[src/logic/dmapc_pkg.sv]
// Constants, types and helper functions of the DMA channel enable and pacing block.
// Assumes one 100 MHz system clock and a classic Wishbone register bus.
package dmapc_pkg;

  localparam int unsigned NUM_CH = 15;
  localparam int unsigned NUM_LINES = 32;
  localparam int unsigned SEL_W = 5;
  localparam int unsigned PAGE_W = 4;
  localparam int unsigned CH_W = 4;
  localparam int unsigned ADDR_W = 32;
  localparam int unsigned PHYS_W = 34;

  localparam logic [7:0] ADR_ENABLE = 8'h00;
  localparam logic [7:0] ADR_LINES = 8'h04;
  localparam logic [7:0] ADR_CFG_BASE = 8'h40;
  localparam logic [7:0] ADR_CFG_LAST = 8'h78;

  localparam int unsigned EN_LSB = 0;
  localparam int unsigned PAGE_LSB = 24;
  localparam int unsigned PAGELITE_LSB = 28;
  localparam logic [NUM_CH-1:0] EN_RESET = 15'h7FFF;
  localparam logic [PAGE_W-1:0] PAGE_RESET = 4'h0;
  localparam logic [PAGE_W-1:0] PAGELITE_RESET = 4'h0;

  localparam int unsigned CFG_SEL_LSB = 0;
  localparam int unsigned CFG_PACE_RD_BIT = 8;
  localparam int unsigned CFG_PACE_WR_BIT = 9;
  localparam int unsigned CFG_WAIT_FOR_WRITE_RESPONSE_BIT = 10;
  localparam int unsigned CFG_RD_BUSY_BIT = 16;
  localparam int unsigned CFG_WR_OUT_BIT = 17;
  localparam logic [SEL_W-1:0] CFG_SEL_RESET = 5'h00;

  localparam logic [CH_W-1:0] FULL_LAST_CH = 4'h6;
  localparam logic [CH_W-1:0] LITE_FIRST_CH = 4'h7;
  localparam logic [CH_W-1:0] LITE_LAST_CH = 4'hA;
  localparam logic [1:0] UNCACHED_TOP = 2'h3;
  localparam int unsigned PAGE_SHIFT = 30;

  localparam logic [NUM_LINES-1:0] LINES_RESET = 32'h0000_0001;
  localparam int unsigned SCALER_FIRST_LINE = 24;
  localparam int unsigned NUM_SCALER = 3;
  localparam int unsigned NUM_ALT = 5;

  typedef enum logic [0:0] {RD_IDLE, RD_WAIT} dmapc_rd_e;

  // Relocates an uncached-window address of channels 0 to 10 onto the SDRAM page of its engine class; higher channels pass through.
  function automatic logic [PHYS_W-1:0] dmapc_xlat(input logic [ADDR_W-1:0] a,
                                                   input logic [CH_W-1:0] ch,
                                                   input logic [PAGE_W-1:0] page,
                                                   input logic [PAGE_W-1:0] lite);
    logic [PHYS_W-1:0] r;
    r = {2'h0, a};
    if (a[ADDR_W-1:PAGE_SHIFT] == UNCACHED_TOP) begin
      if (ch <= FULL_LAST_CH) begin
        r = {page, a[PAGE_SHIFT-1:0]};
      end else if (ch >= LITE_FIRST_CH && ch <= LITE_LAST_CH) begin
        r = {lite, a[PAGE_SHIFT-1:0]};
      end
    end
    return r;
  endfunction

  // Merges write data into an old word under the byte enables.
  function automatic logic [31:0] dmapc_merge(input logic [31:0] old_w,
                                              input logic [31:0] new_w,
                                              input logic [3:0] sel);
    logic [31:0] r;
    for (int i = 0; i < 4; i++) begin
      r[i*8 +: 8] = sel[i] ? new_w[i*8 +: 8] : old_w[i*8 +: 8];
    end
    return r;
  endfunction

endpackage

[src/logic/dmapc_buf2.sv]
// Two-entry buffer with valid and ready on both sides and registered outputs.
// Assumes the pushing and popping sides run on the same clock.
module dmapc_buf2 #(
  parameter int unsigned W = 38
) (
  input wire logic sys_clk_i,
  input wire logic resetn_i,
  input wire logic in_valid_i,
  output logic in_ready_o,
  input wire logic [W-1:0] in_data_i,
  output logic out_valid_o,
  input wire logic out_ready_i,
  output logic [W-1:0] out_data_o
);
  logic [W-1:0] head_reg;
  logic [W-1:0] tail_reg;
  logic [1:0] cnt_reg;
  logic valid_reg;
  logic ready_reg;
  logic [1:0] cnt_next;
  wire push = in_valid_i && ready_reg;
  wire pop = valid_reg && out_ready_i;

  // A full buffer withdraws ready, so a stalled receiver loses no word.
  assign cnt_next = cnt_reg + {1'b0, push} - {1'b0, pop};

  always_ff @(posedge sys_clk_i) begin
    if (!resetn_i) begin
      cnt_reg <= 2'h0;
      valid_reg <= 1'b0;
      ready_reg <= 1'b1;
      head_reg <= '0;
      tail_reg <= '0;
    end else begin
      cnt_reg <= cnt_next;
      valid_reg <= (cnt_next != 2'h0);
      ready_reg <= (cnt_next != 2'h2);
      if (pop && cnt_reg == 2'h2) begin
        head_reg <= tail_reg;
      end else if (push && (cnt_reg == 2'h0 || (cnt_reg == 2'h1 && pop))) begin
        head_reg <= in_data_i;
      end
      if (push && cnt_reg == 2'h1 && !pop) begin
        tail_reg <= in_data_i;
      end
    end
  end

  assign in_ready_o = ready_reg;
  assign out_valid_o = valid_reg;
  assign out_data_o = head_reg;

  property p_buf_full_stalls;
    @(posedge sys_clk_i) disable iff (!resetn_i)
    (cnt_reg == 2'h2) |-> (!in_ready_o && out_valid_o);
  endproperty
  a_buf_full_stalls: assert property (p_buf_full_stalls) else $error("Full buffer still ready.");
endmodule

[src/logic/dmapc_top.sv]
// Channel enable register, SDRAM page relocation and pacing request logic of a DMA controller.
// Assumes classic Wishbone from software, level requests from engines, asynchronous pacing pins.
module dmapc_top
  import dmapc_pkg::*;
(
  input wire logic sys_clk_i,
  input wire logic resetn_i,
  input wire logic wb_cyc_i,
  input wire logic wb_stb_i,
  input wire logic wb_we_i,
  input wire logic [7:0] wb_adr_i,
  input wire logic [3:0] wb_sel_i,
  input wire logic [31:0] wb_dat_i,
  output logic [31:0] wb_dat_o,
  output logic wb_ack_o,
  input wire logic [NUM_LINES-1:1] periph_req_i,
  input wire logic [NUM_ALT-1:0] alt_periph_req_i,
  input wire logic [NUM_ALT-1:0] alternate_request_mux_bits_i,
  input wire logic [NUM_SCALER-1:0] secondary_memory_port_req_i,
  input wire logic secondary_port_request_gate_i,
  input wire logic [NUM_CH-1:0] rd_req_i,
  input wire logic [NUM_CH-1:0] rd_room_i,
  input wire logic [NUM_CH-1:0] rd_done_i,
  output logic [NUM_CH-1:0] rd_grant_o,
  input wire logic [NUM_CH-1:0] wr_req_i,
  input wire logic [NUM_CH-1:0] wr_resp_i,
  output logic [NUM_CH-1:0] wr_grant_o,
  output logic [NUM_CH-1:0] chan_enable_o,
  input wire logic addr_valid_i,
  output logic addr_ready_o,
  input wire logic [ADDR_W-1:0] addr_i,
  input wire logic [CH_W-1:0] addr_chan_i,
  output logic phys_valid_o,
  input wire logic phys_ready_i,
  output logic [PHYS_W-1:0] phys_addr_o,
  output logic [CH_W-1:0] phys_chan_o
);

  // Register state.
  logic [NUM_CH-1:0] en_reg;
  logic [PAGE_W-1:0] page_reg;
  logic [PAGE_W-1:0] lite_reg;
  logic [SEL_W-1:0] sel_reg [NUM_CH];
  logic [NUM_CH-1:0] prd_reg;
  logic [NUM_CH-1:0] pwr_reg;
  logic [NUM_CH-1:0] wresp_reg;
  logic wb_ack_reg;
  logic [31:0] wb_dat_reg;

  // Pacing line synchroniser state.
  logic [NUM_LINES-1:0] raw_lines_w;
  logic [NUM_LINES-1:0] sync1_reg;
  logic [NUM_LINES-1:0] sync2_reg;
  logic [NUM_LINES-1:0] sync3_reg;
  logic [NUM_LINES-1:0] line_reg;
  logic [NUM_LINES-1:0] line_next;
  logic [NUM_LINES-1:0] lines_w;

  // Per-channel status seen by software.
  logic [NUM_CH-1:0] rd_busy_w;
  logic [NUM_CH-1:0] wr_out_w;
  logic [31:0] cfg_rd_w [NUM_CH];

  // Line composition ahead of the synchroniser.
  assign raw_lines_w[0] = 1'b1;
  assign raw_lines_w[1] = alternate_request_mux_bits_i[0] ? alt_periph_req_i[0]
                                                            : periph_req_i[1];
  assign raw_lines_w[18:2] = periph_req_i[18:2];
  assign raw_lines_w[22:19] = (alternate_request_mux_bits_i[4:1] & alt_periph_req_i[4:1])
                            | (~alternate_request_mux_bits_i[4:1] & periph_req_i[22:19]);
  assign raw_lines_w[23] = periph_req_i[23];
  assign raw_lines_w[26:24] = periph_req_i[26:24]
                            | (secondary_memory_port_req_i
                               & {NUM_SCALER{!secondary_port_request_gate_i}});
  assign raw_lines_w[31:27] = periph_req_i[31:27];

  // A bit moves only once the second and third stages agree.
  assign line_next = (~(sync2_reg ^ sync3_reg) & sync2_reg)
                   | ((sync2_reg ^ sync3_reg) & line_reg);
  assign lines_w = {line_reg[NUM_LINES-1:1], 1'b1};

  always_ff @(posedge sys_clk_i) begin
    if (!resetn_i) begin
      sync1_reg <= LINES_RESET;
      sync2_reg <= LINES_RESET;
      sync3_reg <= LINES_RESET;
      line_reg <= LINES_RESET;
    end else begin
      sync1_reg <= raw_lines_w;
      sync2_reg <= sync1_reg;
      sync3_reg <= sync2_reg;
      line_reg <= line_next;
    end
  end

  // Register bus decode.
  wire wb_req = wb_cyc_i && wb_stb_i && !wb_ack_reg;
  wire wb_wr = wb_req && wb_we_i;
  wire hit_enable = (wb_adr_i[7:2] == ADR_ENABLE[7:2]);
  wire hit_lines = (wb_adr_i[7:2] == ADR_LINES[7:2]);
  wire hit_cfg = (wb_adr_i[7:2] >= ADR_CFG_BASE[7:2]) && (wb_adr_i[7:2] <= ADR_CFG_LAST[7:2]);
  wire [CH_W-1:0] cfg_idx = wb_adr_i[5:2];
  wire [31:0] enable_rd_w = {lite_reg, page_reg, 9'h000, en_reg};
  wire [31:0] en_merge_w = dmapc_merge(enable_rd_w, wb_dat_i, wb_sel_i);
  wire [31:0] cfg_cur_w = hit_cfg ? cfg_rd_w[cfg_idx] : 32'h0000_0000;
  wire [31:0] cfg_merge_w = dmapc_merge(cfg_cur_w, wb_dat_i, wb_sel_i);
  wire [31:0] rd_mux_w = hit_enable ? enable_rd_w
                       : hit_lines ? lines_w
                       : cfg_cur_w;

  always_ff @(posedge sys_clk_i) begin
    if (!resetn_i) begin
      wb_ack_reg <= 1'b0;
      wb_dat_reg <= 32'h0000_0000;
    end else begin
      wb_ack_reg <= wb_req;
      if (wb_req) begin
        wb_dat_reg <= rd_mux_w;
      end
    end
  end

  always_ff @(posedge sys_clk_i) begin
    if (!resetn_i) begin
      en_reg <= EN_RESET;
      page_reg <= PAGE_RESET;
      lite_reg <= PAGELITE_RESET;
    end else if (wb_wr && hit_enable) begin
      en_reg <= en_merge_w[EN_LSB +: NUM_CH];
      page_reg <= en_merge_w[PAGE_LSB +: PAGE_W];
      lite_reg <= en_merge_w[PAGELITE_LSB +: PAGE_W];
    end
  end

  assign wb_ack_o = wb_ack_reg;
  assign wb_dat_o = wb_dat_reg;
  assign chan_enable_o = en_reg;

  // Per-channel pacing.
  for (genvar c = 0; c < NUM_CH; c++) begin : g_ch
    dmapc_rd_e rd_state_reg;
    logic rd_grant_reg;
    logic wr_grant_reg;
    logic wr_out_reg;
    wire cfg_wr = wb_wr && hit_cfg && (cfg_idx == CH_W'(c));
    wire line_hi = lines_w[sel_reg[c]];
    wire rd_ok = prd_reg[c] ? line_hi : rd_room_i[c];
    wire rd_go = en_reg[c] && rd_req_i[c] && !rd_grant_reg && (rd_state_reg == RD_IDLE)
              && rd_ok;
    wire wr_ok = (pwr_reg[c] ? line_hi : 1'b1) && !(wresp_reg[c] && wr_out_reg);
    wire wr_go = en_reg[c] && wr_req_i[c] && !wr_grant_reg && wr_ok;

    always_ff @(posedge sys_clk_i) begin
      if (!resetn_i) begin
        sel_reg[c] <= CFG_SEL_RESET;
        prd_reg[c] <= 1'b0;
        pwr_reg[c] <= 1'b0;
        wresp_reg[c] <= 1'b0;
      end else if (cfg_wr) begin
        sel_reg[c] <= cfg_merge_w[CFG_SEL_LSB +: SEL_W];
        prd_reg[c] <= cfg_merge_w[CFG_PACE_RD_BIT];
        pwr_reg[c] <= cfg_merge_w[CFG_PACE_WR_BIT];
        wresp_reg[c] <= cfg_merge_w[CFG_WAIT_FOR_WRITE_RESPONSE_BIT];
      end
    end

    always_ff @(posedge sys_clk_i) begin
      if (!resetn_i) begin
        rd_state_reg <= RD_IDLE;
        rd_grant_reg <= 1'b0;
        wr_grant_reg <= 1'b0;
        wr_out_reg <= 1'b0;
      end else begin
        rd_grant_reg <= rd_go;
        wr_grant_reg <= wr_go;
        wr_out_reg <= wr_go || (wr_out_reg && !wr_resp_i[c]);
        case (rd_state_reg)
          RD_IDLE: begin
            if (rd_go && prd_reg[c]) begin
              rd_state_reg <= RD_WAIT;
            end
          end
          RD_WAIT: begin
            if (rd_done_i[c]) begin
              rd_state_reg <= RD_IDLE;
            end
          end
          default: begin
            rd_state_reg <= RD_IDLE;
          end
        endcase
      end
    end

    assign rd_grant_o[c] = rd_grant_reg;
    assign wr_grant_o[c] = wr_grant_reg;
    assign rd_busy_w[c] = (rd_state_reg == RD_WAIT);
    assign wr_out_w[c] = wr_out_reg;
    assign cfg_rd_w[c] = {14'h0000, wr_out_w[c], rd_busy_w[c], 5'h00, wresp_reg[c], pwr_reg[c],
                          prd_reg[c], 3'h0, sel_reg[c]};

    property p_rd_paced;
      @(posedge sys_clk_i) disable iff (!resetn_i)
      (rd_grant_reg && $past(prd_reg[c])) |-> $past(line_hi);
    endproperty
    a_rd_paced: assert property (p_rd_paced) else $error("Paced read without request.");

    property p_rd_hold;
      @(posedge sys_clk_i) disable iff (!resetn_i)
      (rd_state_reg == RD_WAIT && !rd_done_i[c]) |=> !rd_grant_reg;
    endproperty
    a_rd_hold: assert property (p_rd_hold) else $error("Read granted before beats returned.");

    property p_rd_enter_wait;
      @(posedge sys_clk_i) disable iff (!resetn_i)
      (rd_grant_reg && $past(prd_reg[c])) |-> (rd_state_reg == RD_WAIT);
    endproperty
    a_rd_enter_wait: assert property (p_rd_enter_wait) else $error("Paced read not held.");

    property p_rd_room;
      @(posedge sys_clk_i) disable iff (!resetn_i)
      (rd_grant_reg && !$past(prd_reg[c])) |-> $past(rd_room_i[c]);
    endproperty
    a_rd_room: assert property (p_rd_room) else $error("Unpaced read without room.");

    property p_wr_paced;
      @(posedge sys_clk_i) disable iff (!resetn_i)
      (wr_grant_reg && $past(pwr_reg[c])) |-> $past(line_hi);
    endproperty
    a_wr_paced: assert property (p_wr_paced) else $error("Paced write without request.");

    property p_wr_one_out;
      @(posedge sys_clk_i) disable iff (!resetn_i)
      (wresp_reg[c] && wr_out_reg && !wr_resp_i[c]) |=> !wr_grant_reg;
    endproperty
    a_wr_one_out: assert property (p_wr_one_out) else $error("Second write in flight.");

    property p_disabled_idle;
      @(posedge sys_clk_i) disable iff (!resetn_i)
      !$past(en_reg[c]) |-> (!rd_grant_reg && !wr_grant_reg);
    endproperty
    a_disabled_idle: assert property (p_disabled_idle) else $error("Disabled engine granted.");

    property p_rd_release;
      @(posedge sys_clk_i) disable iff (!resetn_i)
      (rd_state_reg == RD_WAIT && rd_done_i[c]) |=> (rd_state_reg == RD_IDLE);
    endproperty
    a_rd_release: assert property (p_rd_release) else $error("Busy read not released.");

    property p_rd_pulse;
      @(posedge sys_clk_i) disable iff (!resetn_i)
      rd_grant_reg |=> !rd_grant_reg;
    endproperty
    a_rd_pulse: assert property (p_rd_pulse) else $error("Read grant held too long.");

    property p_rd_needs_req;
      @(posedge sys_clk_i) disable iff (!resetn_i)
      rd_grant_reg |-> $past(rd_req_i[c]);
    endproperty
    a_rd_needs_req: assert property (p_rd_needs_req) else $error("Read granted unasked.");

    property p_wr_needs_req;
      @(posedge sys_clk_i) disable iff (!resetn_i)
      wr_grant_reg |-> $past(wr_req_i[c]);
    endproperty
    a_wr_needs_req: assert property (p_wr_needs_req) else $error("Write granted unasked.");
  end

  // Uncached-window relocation feeding the address buffer.
  wire [PHYS_W-1:0] xlat_w = dmapc_xlat(addr_i, addr_chan_i, page_reg, lite_reg);

  dmapc_buf2 #(
    .W(PHYS_W + CH_W)
  ) u_buf (
    .sys_clk_i(sys_clk_i),
    .resetn_i(resetn_i),
    .in_valid_i(addr_valid_i),
    .in_ready_o(addr_ready_o),
    .in_data_i({addr_chan_i, xlat_w}),
    .out_valid_o(phys_valid_o),
    .out_ready_i(phys_ready_i),
    .out_data_o({phys_chan_o, phys_addr_o})
  );

  property p_line0_high;
    @(posedge sys_clk_i) disable iff (!resetn_i)
    lines_w[0] && wb_ack_reg |-> (!$past(hit_lines) || wb_dat_o[0]);
  endproperty
  a_line0_high: assert property (p_line0_high) else $error("Line zero read low.");

  property p_ack_pulse;
    @(posedge sys_clk_i) disable iff (!resetn_i)
    wb_ack_o |=> !wb_ack_o;
  endproperty
  a_ack_pulse: assert property (p_ack_pulse) else $error("Ack held too long.");

  property p_ack_follows;
    @(posedge sys_clk_i) disable iff (!resetn_i)
    (wb_cyc_i && wb_stb_i && !wb_ack_o) |=> wb_ack_o;
  endproperty
  a_ack_follows: assert property (p_ack_follows) else $error("Request not acknowledged.");

  property p_unmapped_zero;
    @(posedge sys_clk_i) disable iff (!resetn_i)
    (wb_req && !wb_we_i && !hit_enable && !hit_lines && !hit_cfg) |=> (wb_dat_o == 32'h0000_0000);
  endproperty
  a_unmapped_zero: assert property (p_unmapped_zero) else $error("Unmapped read not zero.");

  property p_xlat_pass;
    @(posedge sys_clk_i) disable iff (!resetn_i)
    (addr_i[31:30] != UNCACHED_TOP || addr_chan_i > LITE_LAST_CH)
      |-> (xlat_w == {2'h0, addr_i});
  endproperty
  a_xlat_pass: assert property (p_xlat_pass) else $error("Address moved outside window.");

  property p_sync_agree;
    @(posedge sys_clk_i) disable iff (!resetn_i)
    ##1 (((line_reg ^ $past(line_reg)) & $past(sync2_reg ^ sync3_reg)) == 32'h0000_0000);
  endproperty
  a_sync_agree: assert property (p_sync_agree) else $error("Line moved on disagreement.");

  property p_en_write;
    @(posedge sys_clk_i) disable iff (!resetn_i)
    (wb_wr && hit_enable && wb_sel_i[1:0] == 2'h3) |=> (chan_enable_o == $past(wb_dat_i[14:0]));
  endproperty
  a_en_write: assert property (p_en_write) else $error("Enable write not applied.");

  property p_page_full;
    @(posedge sys_clk_i) disable iff (!resetn_i)
    (addr_i[31:30] == UNCACHED_TOP && addr_chan_i <= FULL_LAST_CH)
      |-> (xlat_w == {page_reg, addr_i[29:0]});
  endproperty
  a_page_full: assert property (p_page_full) else $error("Full engine page wrong.");

  property p_page_lite;
    @(posedge sys_clk_i) disable iff (!resetn_i)
    (addr_i[31:30] == UNCACHED_TOP && addr_chan_i >= LITE_FIRST_CH && addr_chan_i <= LITE_LAST_CH)
      |-> (xlat_w == {lite_reg, addr_i[29:0]});
  endproperty
  a_page_lite: assert property (p_page_lite) else $error("Lite engine page wrong.");

  property p_scaler_gate;
    @(posedge sys_clk_i) disable iff (!resetn_i)
    secondary_port_request_gate_i |-> (raw_lines_w[26:24] == periph_req_i[26:24]);
  endproperty
  a_scaler_gate: assert property (p_scaler_gate) else $error("Gated port still requests.");

  property p_buf_order;
    @(posedge sys_clk_i) disable iff (!resetn_i)
    (phys_valid_o && !phys_ready_i) |=> (phys_valid_o && $stable(phys_addr_o));
  endproperty
  a_buf_order: assert property (p_buf_order) else $error("Stalled word changed.");

endmodule

[config.mk]
export PLATFORM = sky130hd
export DESIGN_NAME = dmapc_top
export DESIGN_NICKNAME = d
export VERILOG_FILES = /design/src/logic/dmapc_pkg.sv /design/src/logic/dmapc_buf2.sv /design/src/logic/dmapc_top.sv
export SDC_FILE = /design/constraint.sdc
export NUM_CORES = 1
export LEC_CHECK = 0
export ABC_CLOCK_PERIOD_IN_PS = 6000
export BUFFER_PORTS_ARGS = -buffer_cell sky130_fd_sc_hd__clkbuf_2
export CAP_MARGIN = 20
export CELL_PAD_IN_SITES_DETAIL_PLACEMENT = 2
export CELL_PAD_IN_SITES_GLOBAL_PLACEMENT = 2
export CORE_MARGIN = 2
export CORE_UTILIZATION = 39
export DETAILED_ROUTE_END_ITERATION = 10
export HOLD_SLACK_MARGIN = 0.08
export PLACE_DENSITY = 0.89
export SETUP_SLACK_MARGIN = 0.4
export SLEW_MARGIN = 20
export SYNTH_ARGS = -nofsm -noshare
export SYNTH_HDL_FRONTEND = slang
export SYNTH_HIERARCHICAL = 1
export SYNTH_SLANG_ARGS = --single-unit
[constraint.sdc]
create_clock -name sys_clk_i -period 6 [get_ports sys_clk_i]
set_input_delay 1.2 -clock sys_clk_i [delete_from_list [all_inputs] [get_ports sys_clk_i]]
set_output_delay 1.2 -clock sys_clk_i [all_outputs]
set_load 0.02 [all_outputs]
Yosys cells after proc, flatten, opt, wreduce, memory -nomap -nowiden. Memories as Yosys holds them, arrays and structs flattened. Cells that the tools add are included.

Add/subtract/negate cells: 2. Reduce and logical (&&, ||, !) cells: 281. Mux-type cells: 180. Eq/ne operators: 19. Bitwise operators: 42. $lt $le $gt $ge: 21.

Operators by type and width (count): $logic_and A1 B1 Y1 (194); $mux W32 (5); $bmux W32 S4 (1); $mux W1 (122); $mux W34 (3); $lt A5 B6 Y1 const B (15); $mux W5 (16); $mux W38 (2); $bmux W1 S5 (15); $and A32 B32 Y32 (2); $logic_not A1 Y1 (63); $not A32 Y32 (1); $or A32 B32 Y32 (1); $xor A32 B32 Y32 (1); $pmux W1 S2 (15); $eq A4 B4 Y1 const B (7); $eq A4 B3 Y1 const B (4); $logic_or A1 B1 Y1 (16); $not A1 Y1 (15); $or A1 B1 Y1 (15); $and A4 B4 Y4 (2); $eq A4 B2 Y1 const B (2); $eq A6 B1 Y1 const B (1); $ge A6 B5 Y1 const B (1); 22 further kinds (26).

Memories: 1. Register bits after elaboration: 369. Word-level logic and storage cells: 667. Input bits: 207. Bits in writable memories: 75. Output and inout bits: 118.

Memories: sel_reg (depth 15, bits a word 5, rd ports 15, clocked after memory_dff 0, write ports 15, line dmapc_top.sv:43) `logic [SEL_W-1:0] sel_reg [NUM_CH];`.

Logic depth before layout (Yosys ltp).
Depth in word-level cells: 9. Gate-level depth with buffers: 11.

Modules after synthesis. Netlist, hierarchy kept.

By module, submodules not included: dmapc_top (cells each 1741, instances 1, area each 18121.1 sq um); dmapc_buf2 (cells each 422, instances 1, area each 3542.1 sq um).

Least setup slack after synthesis. Ideal clock, no wire load.

Path type: input -> register. Start point: in wb_adr_i[2]. End point: mem sel_reg[7][3], in the netlist sel_reg[0][38] (data pin). Arrival time: 3.186 ns. Cell stages on the path: 8. Slack: 2.553 ns. Required time: 5.739 ns. Buffers on the path: 4. Cells stage by stage: buf_2 -> buf_4 -> buf_2 -> mux4_2 -> mux4_2 -> a22oi_1 -> buf_2 -> nor2_1.

RTL lines: start, declared (line dmapc_top.sv:11) `input wire logic [7:0] wb_adr_i,`; end, declared (line dmapc_top.sv:43).

Worst setup path in the final report.
Start point: in wb_adr_i[3]. End point: reg en_reg[7], in the netlist chan_enable_o[7].

Cells in the longest elaborated chain, start to end: 3.

RTL lines: $logic_not A6 Y1 (line dmapc_top.sv:99) `wire hit_enable = (wb_adr_i[7:2] == ADR_ENABLE[7:2]);`; $logic_and A1 B1 Y1 (line dmapc_top.sv:128) `end else if (wb_wr && hit_enable) begin`; $reduce_and A2 Y1 (no source line); end signal, assigned (line dmapc_top.sv:129) `en_reg <= en_merge_w[EN_LSB +: NUM_CH];`; end, declared (line dmapc_top.sv:40) `logic [NUM_CH-1:0] en_reg;`.

Every way passes these cells. A chain may end at the register's enable or synchronous reset.

==> impl_metrics.toml <==
[clock_tree]
cts_made_buffers = 50
cts_root_buffer = "clkbuf_16"
hold_buffers = 0
cts.path.max_buffers = 3
cts_setup_buffers = 0
cts_tree = "built"
insertion_delay_ns = 0.62
h-tree-depth = 2
cts_resized = 0
clk_pin_slew_worst_paths_ns = 0.06
cts_sinks = 440

[logic_synthesis]
synth.distinct_cells = 66
syn_nets = 2371
yosysSeqAreaShare_pct = 44.1
synth_area_um2 = 21700
avgSynthCellArea_um2 = 10.0
syn_inst = 2163
postSynth.asyncResetShare_pct = 0
ys_ff_latch = 440
yosysWarnings = 6
synth_edf_count = 75
synth-main-ff-cell = "dfxtp_1"

[worst_hold_path]
worstHoldStart = "sync1_reg[15]"
hold_class = "reg2reg"
whs_path_depth = 1

[job]
cap_viol_max_count = 0

[timing]
finalSetupViolCount = 0
slew_violations = 0
fmax_ghz = 0.236
clock_skew_ns = 0.0329
fin_setup_tns_ns = 0
max-slew-margin-rel_pct = 17.6
post-route-min-period_ns = 4.23
tightestPinTransition_ns = 1.22
grt_setup_unrepaired = "false"
min_period_over_period_pct = 70.6
hold_viol_final = 0
setup_ws_ns = 1.77

[final_layout]
area_growth_syn_to_layout_pct = 15.9
fin_cells = 3124
finalNetCount = 2537
largest_reg_flops = 75
regArea_um2 = 9560
layout-drive-gt1-share_pct = 25.9
fill_cells = 5674
multiInputGateArea_um2 = 10800

[power]
p_sw_share_pct = 32.2
intPower_w = 0.00561
power_density_nw_per_um2 = 329
seqPwrFrac_pct = 41.6
leakagePower_nw = 9.67
p_sw_w = 0.00266
clockPowerShare_pct = 39.9
power_frac_comb_pct = 18.5
total_power_w = 0.00827
max-vdd-ir-drop_mv = 0.262

[floorplanning]
num_rows = 86
core_area_um2 = 55000
io-pin-count = 325
start_util_pct = 39.4
die_w_um = 240
die_h_um = 240
die-area_um2 = 57400

[drt]
wire_per_inst_um = 32.9
drc = 0
drtIter0Drc = 2355
drtAntennaViolNets = 0
first_pass_iters = 5
drt_wl_total_um = 103000
viasPerCell = 6.64
routed-via-count = 20728

[worst_setup_path]
end_kind = "flip-flop"
slowest_delay_ns = 0.93
cp.arrival_ns = 4.70
crit_slowest_cell = "nor4_4"
crit_type = "in2reg"
r2r-start = "wb_ack_o"
worstPathMaxFanout = 26
path_cells = "clkbuf_2, or2_2, or4_1, buf_4, nor4_4, nand2_1, nor2_1, o21ai_0"
crit_start = "wb_adr_i[3]"
worstPathRequired_ns = 6.46
critPathLaunchType = "input port"
r2r_cells = 5

[global_route]
grt_usage_pct = 35.2
grt_antenna_before_repair = 13
grt_pass1_wl_um = 150000
grt_overflow = 0
grt_pass1_vias = 22516
grt_max_degree = 78

[placement]
dp.final_hpwl_um = 63400
numPortBuffers = 312
dp_cells = 3025
gp_congestion = 0.919
place_ws_ns = 1.44

[run_status]
status = "finished, final reports clean"
metal layers:
layer  vias up  wire, um  GRT usage, %
met5         -        48             0
met2      1446     48700          58.2
li1       8328         -             -
met4         8      7230          22.4
met3       481     11200          10.3
met1     10465     35500          39.7
power groups by stage:
stage	Clock [W]	Combinational, W	Sequential [W]
after floorplan	0	0.000824	0.00353
after global placement	0	0.00137	0.00345
after detailed placement	0	0.00144	0.00347
after CTS	0.00331	0.00150	0.00343
after global routing	0.00344	0.00160	0.00346
final	0.00330	0.00153	0.00344
worst paths after layout:
| check | to | slack (ns) |
|---|---|---|
| worst max-delay path | chan_enable_o[7] | 1.77 |
| worst min-delay path | sync2_reg[15] | 0.43 |
| worst max register to register | sel_reg[0][29] | 2.40 |
| worst min register to register | sync2_reg[15] | 0.43 |
synth_stat cells (16+ instances only):
master,number,area (um^2)
mux2_2,28,315
nand2_1,213,800
a22oi_1,16,120
nor3b_1,27,203
a21oi_1,119,596
buf_2,39,195
nand3_1,76,380
clkbuf_1,135,507
and3_1,16,100
and2_1,86,538
inv_1,65,244
o21a_1,17,128
mux2i_1,101,1010
dfxtp_1,365,7310
buf_4,35,263
a311oi_1,37,324
edfxtp_1,75,2250
nor3_1,20,100
o22ai_1,21,131
nor2_1,161,604
mux4_2,128,2880
nand3b_1,19,143
o21ai_0,130,651
a2111oi_0,64,561
metrics by stage:
stage	hold slack [ns]	utilization (%)	instance area (um^2)
finish	0.429	45.7	25100
global route	0.446	45.7	25100
CTS	0.435	45.6	25100
detailed placement	0.422	42.5	23400
global placement	0.416	42.5	23400
floorplan	0.412	-	21700
kinds of logic (layout without fill, tap and decap cells):
group / after synthesis / after routing / share of synthesized area (%)
buffers and inverters: 292 / 498 / 6.06
and+or+nand+nor: 686 / 686 / 15.6
DFF: 440 / 440 / 44.1
other: 0 / 7 / 0
muxes: 257 / 257 / 19.4
AOI/OAI and AO/OA: 485 / 485 / 14.6
adders and majority gates: 1 / 1 / 0.0577
xor gates and xnor gates: 2 / 2 / 0.0809
cell type report:
| type | instances | share of cell area, % |
|---|---|---|
| Timing Repair Buffer | 340 | 7.13 |
| Sequential cell | 440 | 38.1 |
| Tap cell | 748 | 3.73 |
| Clock buffer | 72 | 5.96 |
| Clock inverter | 20 | 0.907 |
| Multi-Input combinational cell | 1431 | 43.1 |
| Inverter | 66 | 0.992 |
| Antenna cell | 7 | 0.0698 |
placed cells by master (no fill, tap or decap), types with 20 or more instances in the layout:
| cell type | n |
|---|---|
| dfxtp_1 | 364 |
| clkbuf_2 | 310 |
| nand2_1 | 213 |
| nor2_1 | 161 |
| o21ai_0 | 130 |
| mux4_2 | 128 |
| a21oi_1 | 119 |
| mux2i_1 | 99 |
| and2_1 | 86 |
| nand3_1 | 76 |
| edfxtp_1 | 75 |
| inv_1 | 64 |
| a2111oi_0 | 64 |
| clkbuf_16 | 53 |
| a311oi_1 | 37 |
| buf_4 | 29 |
| mux2_2 | 28 |
| nor3b_1 | 27 |
| o22ai_1 | 21 |
| nor3_1 | 20 |
critical path: cells and delay by family:
kind	cells	cell delay, ns
and+or+nand+nor	5	2.74
AOI/OAI and AO/OA	1	0.12
buffers and inverters	2	0.62
Note: power is estimated with default switching activity, not from simulation.
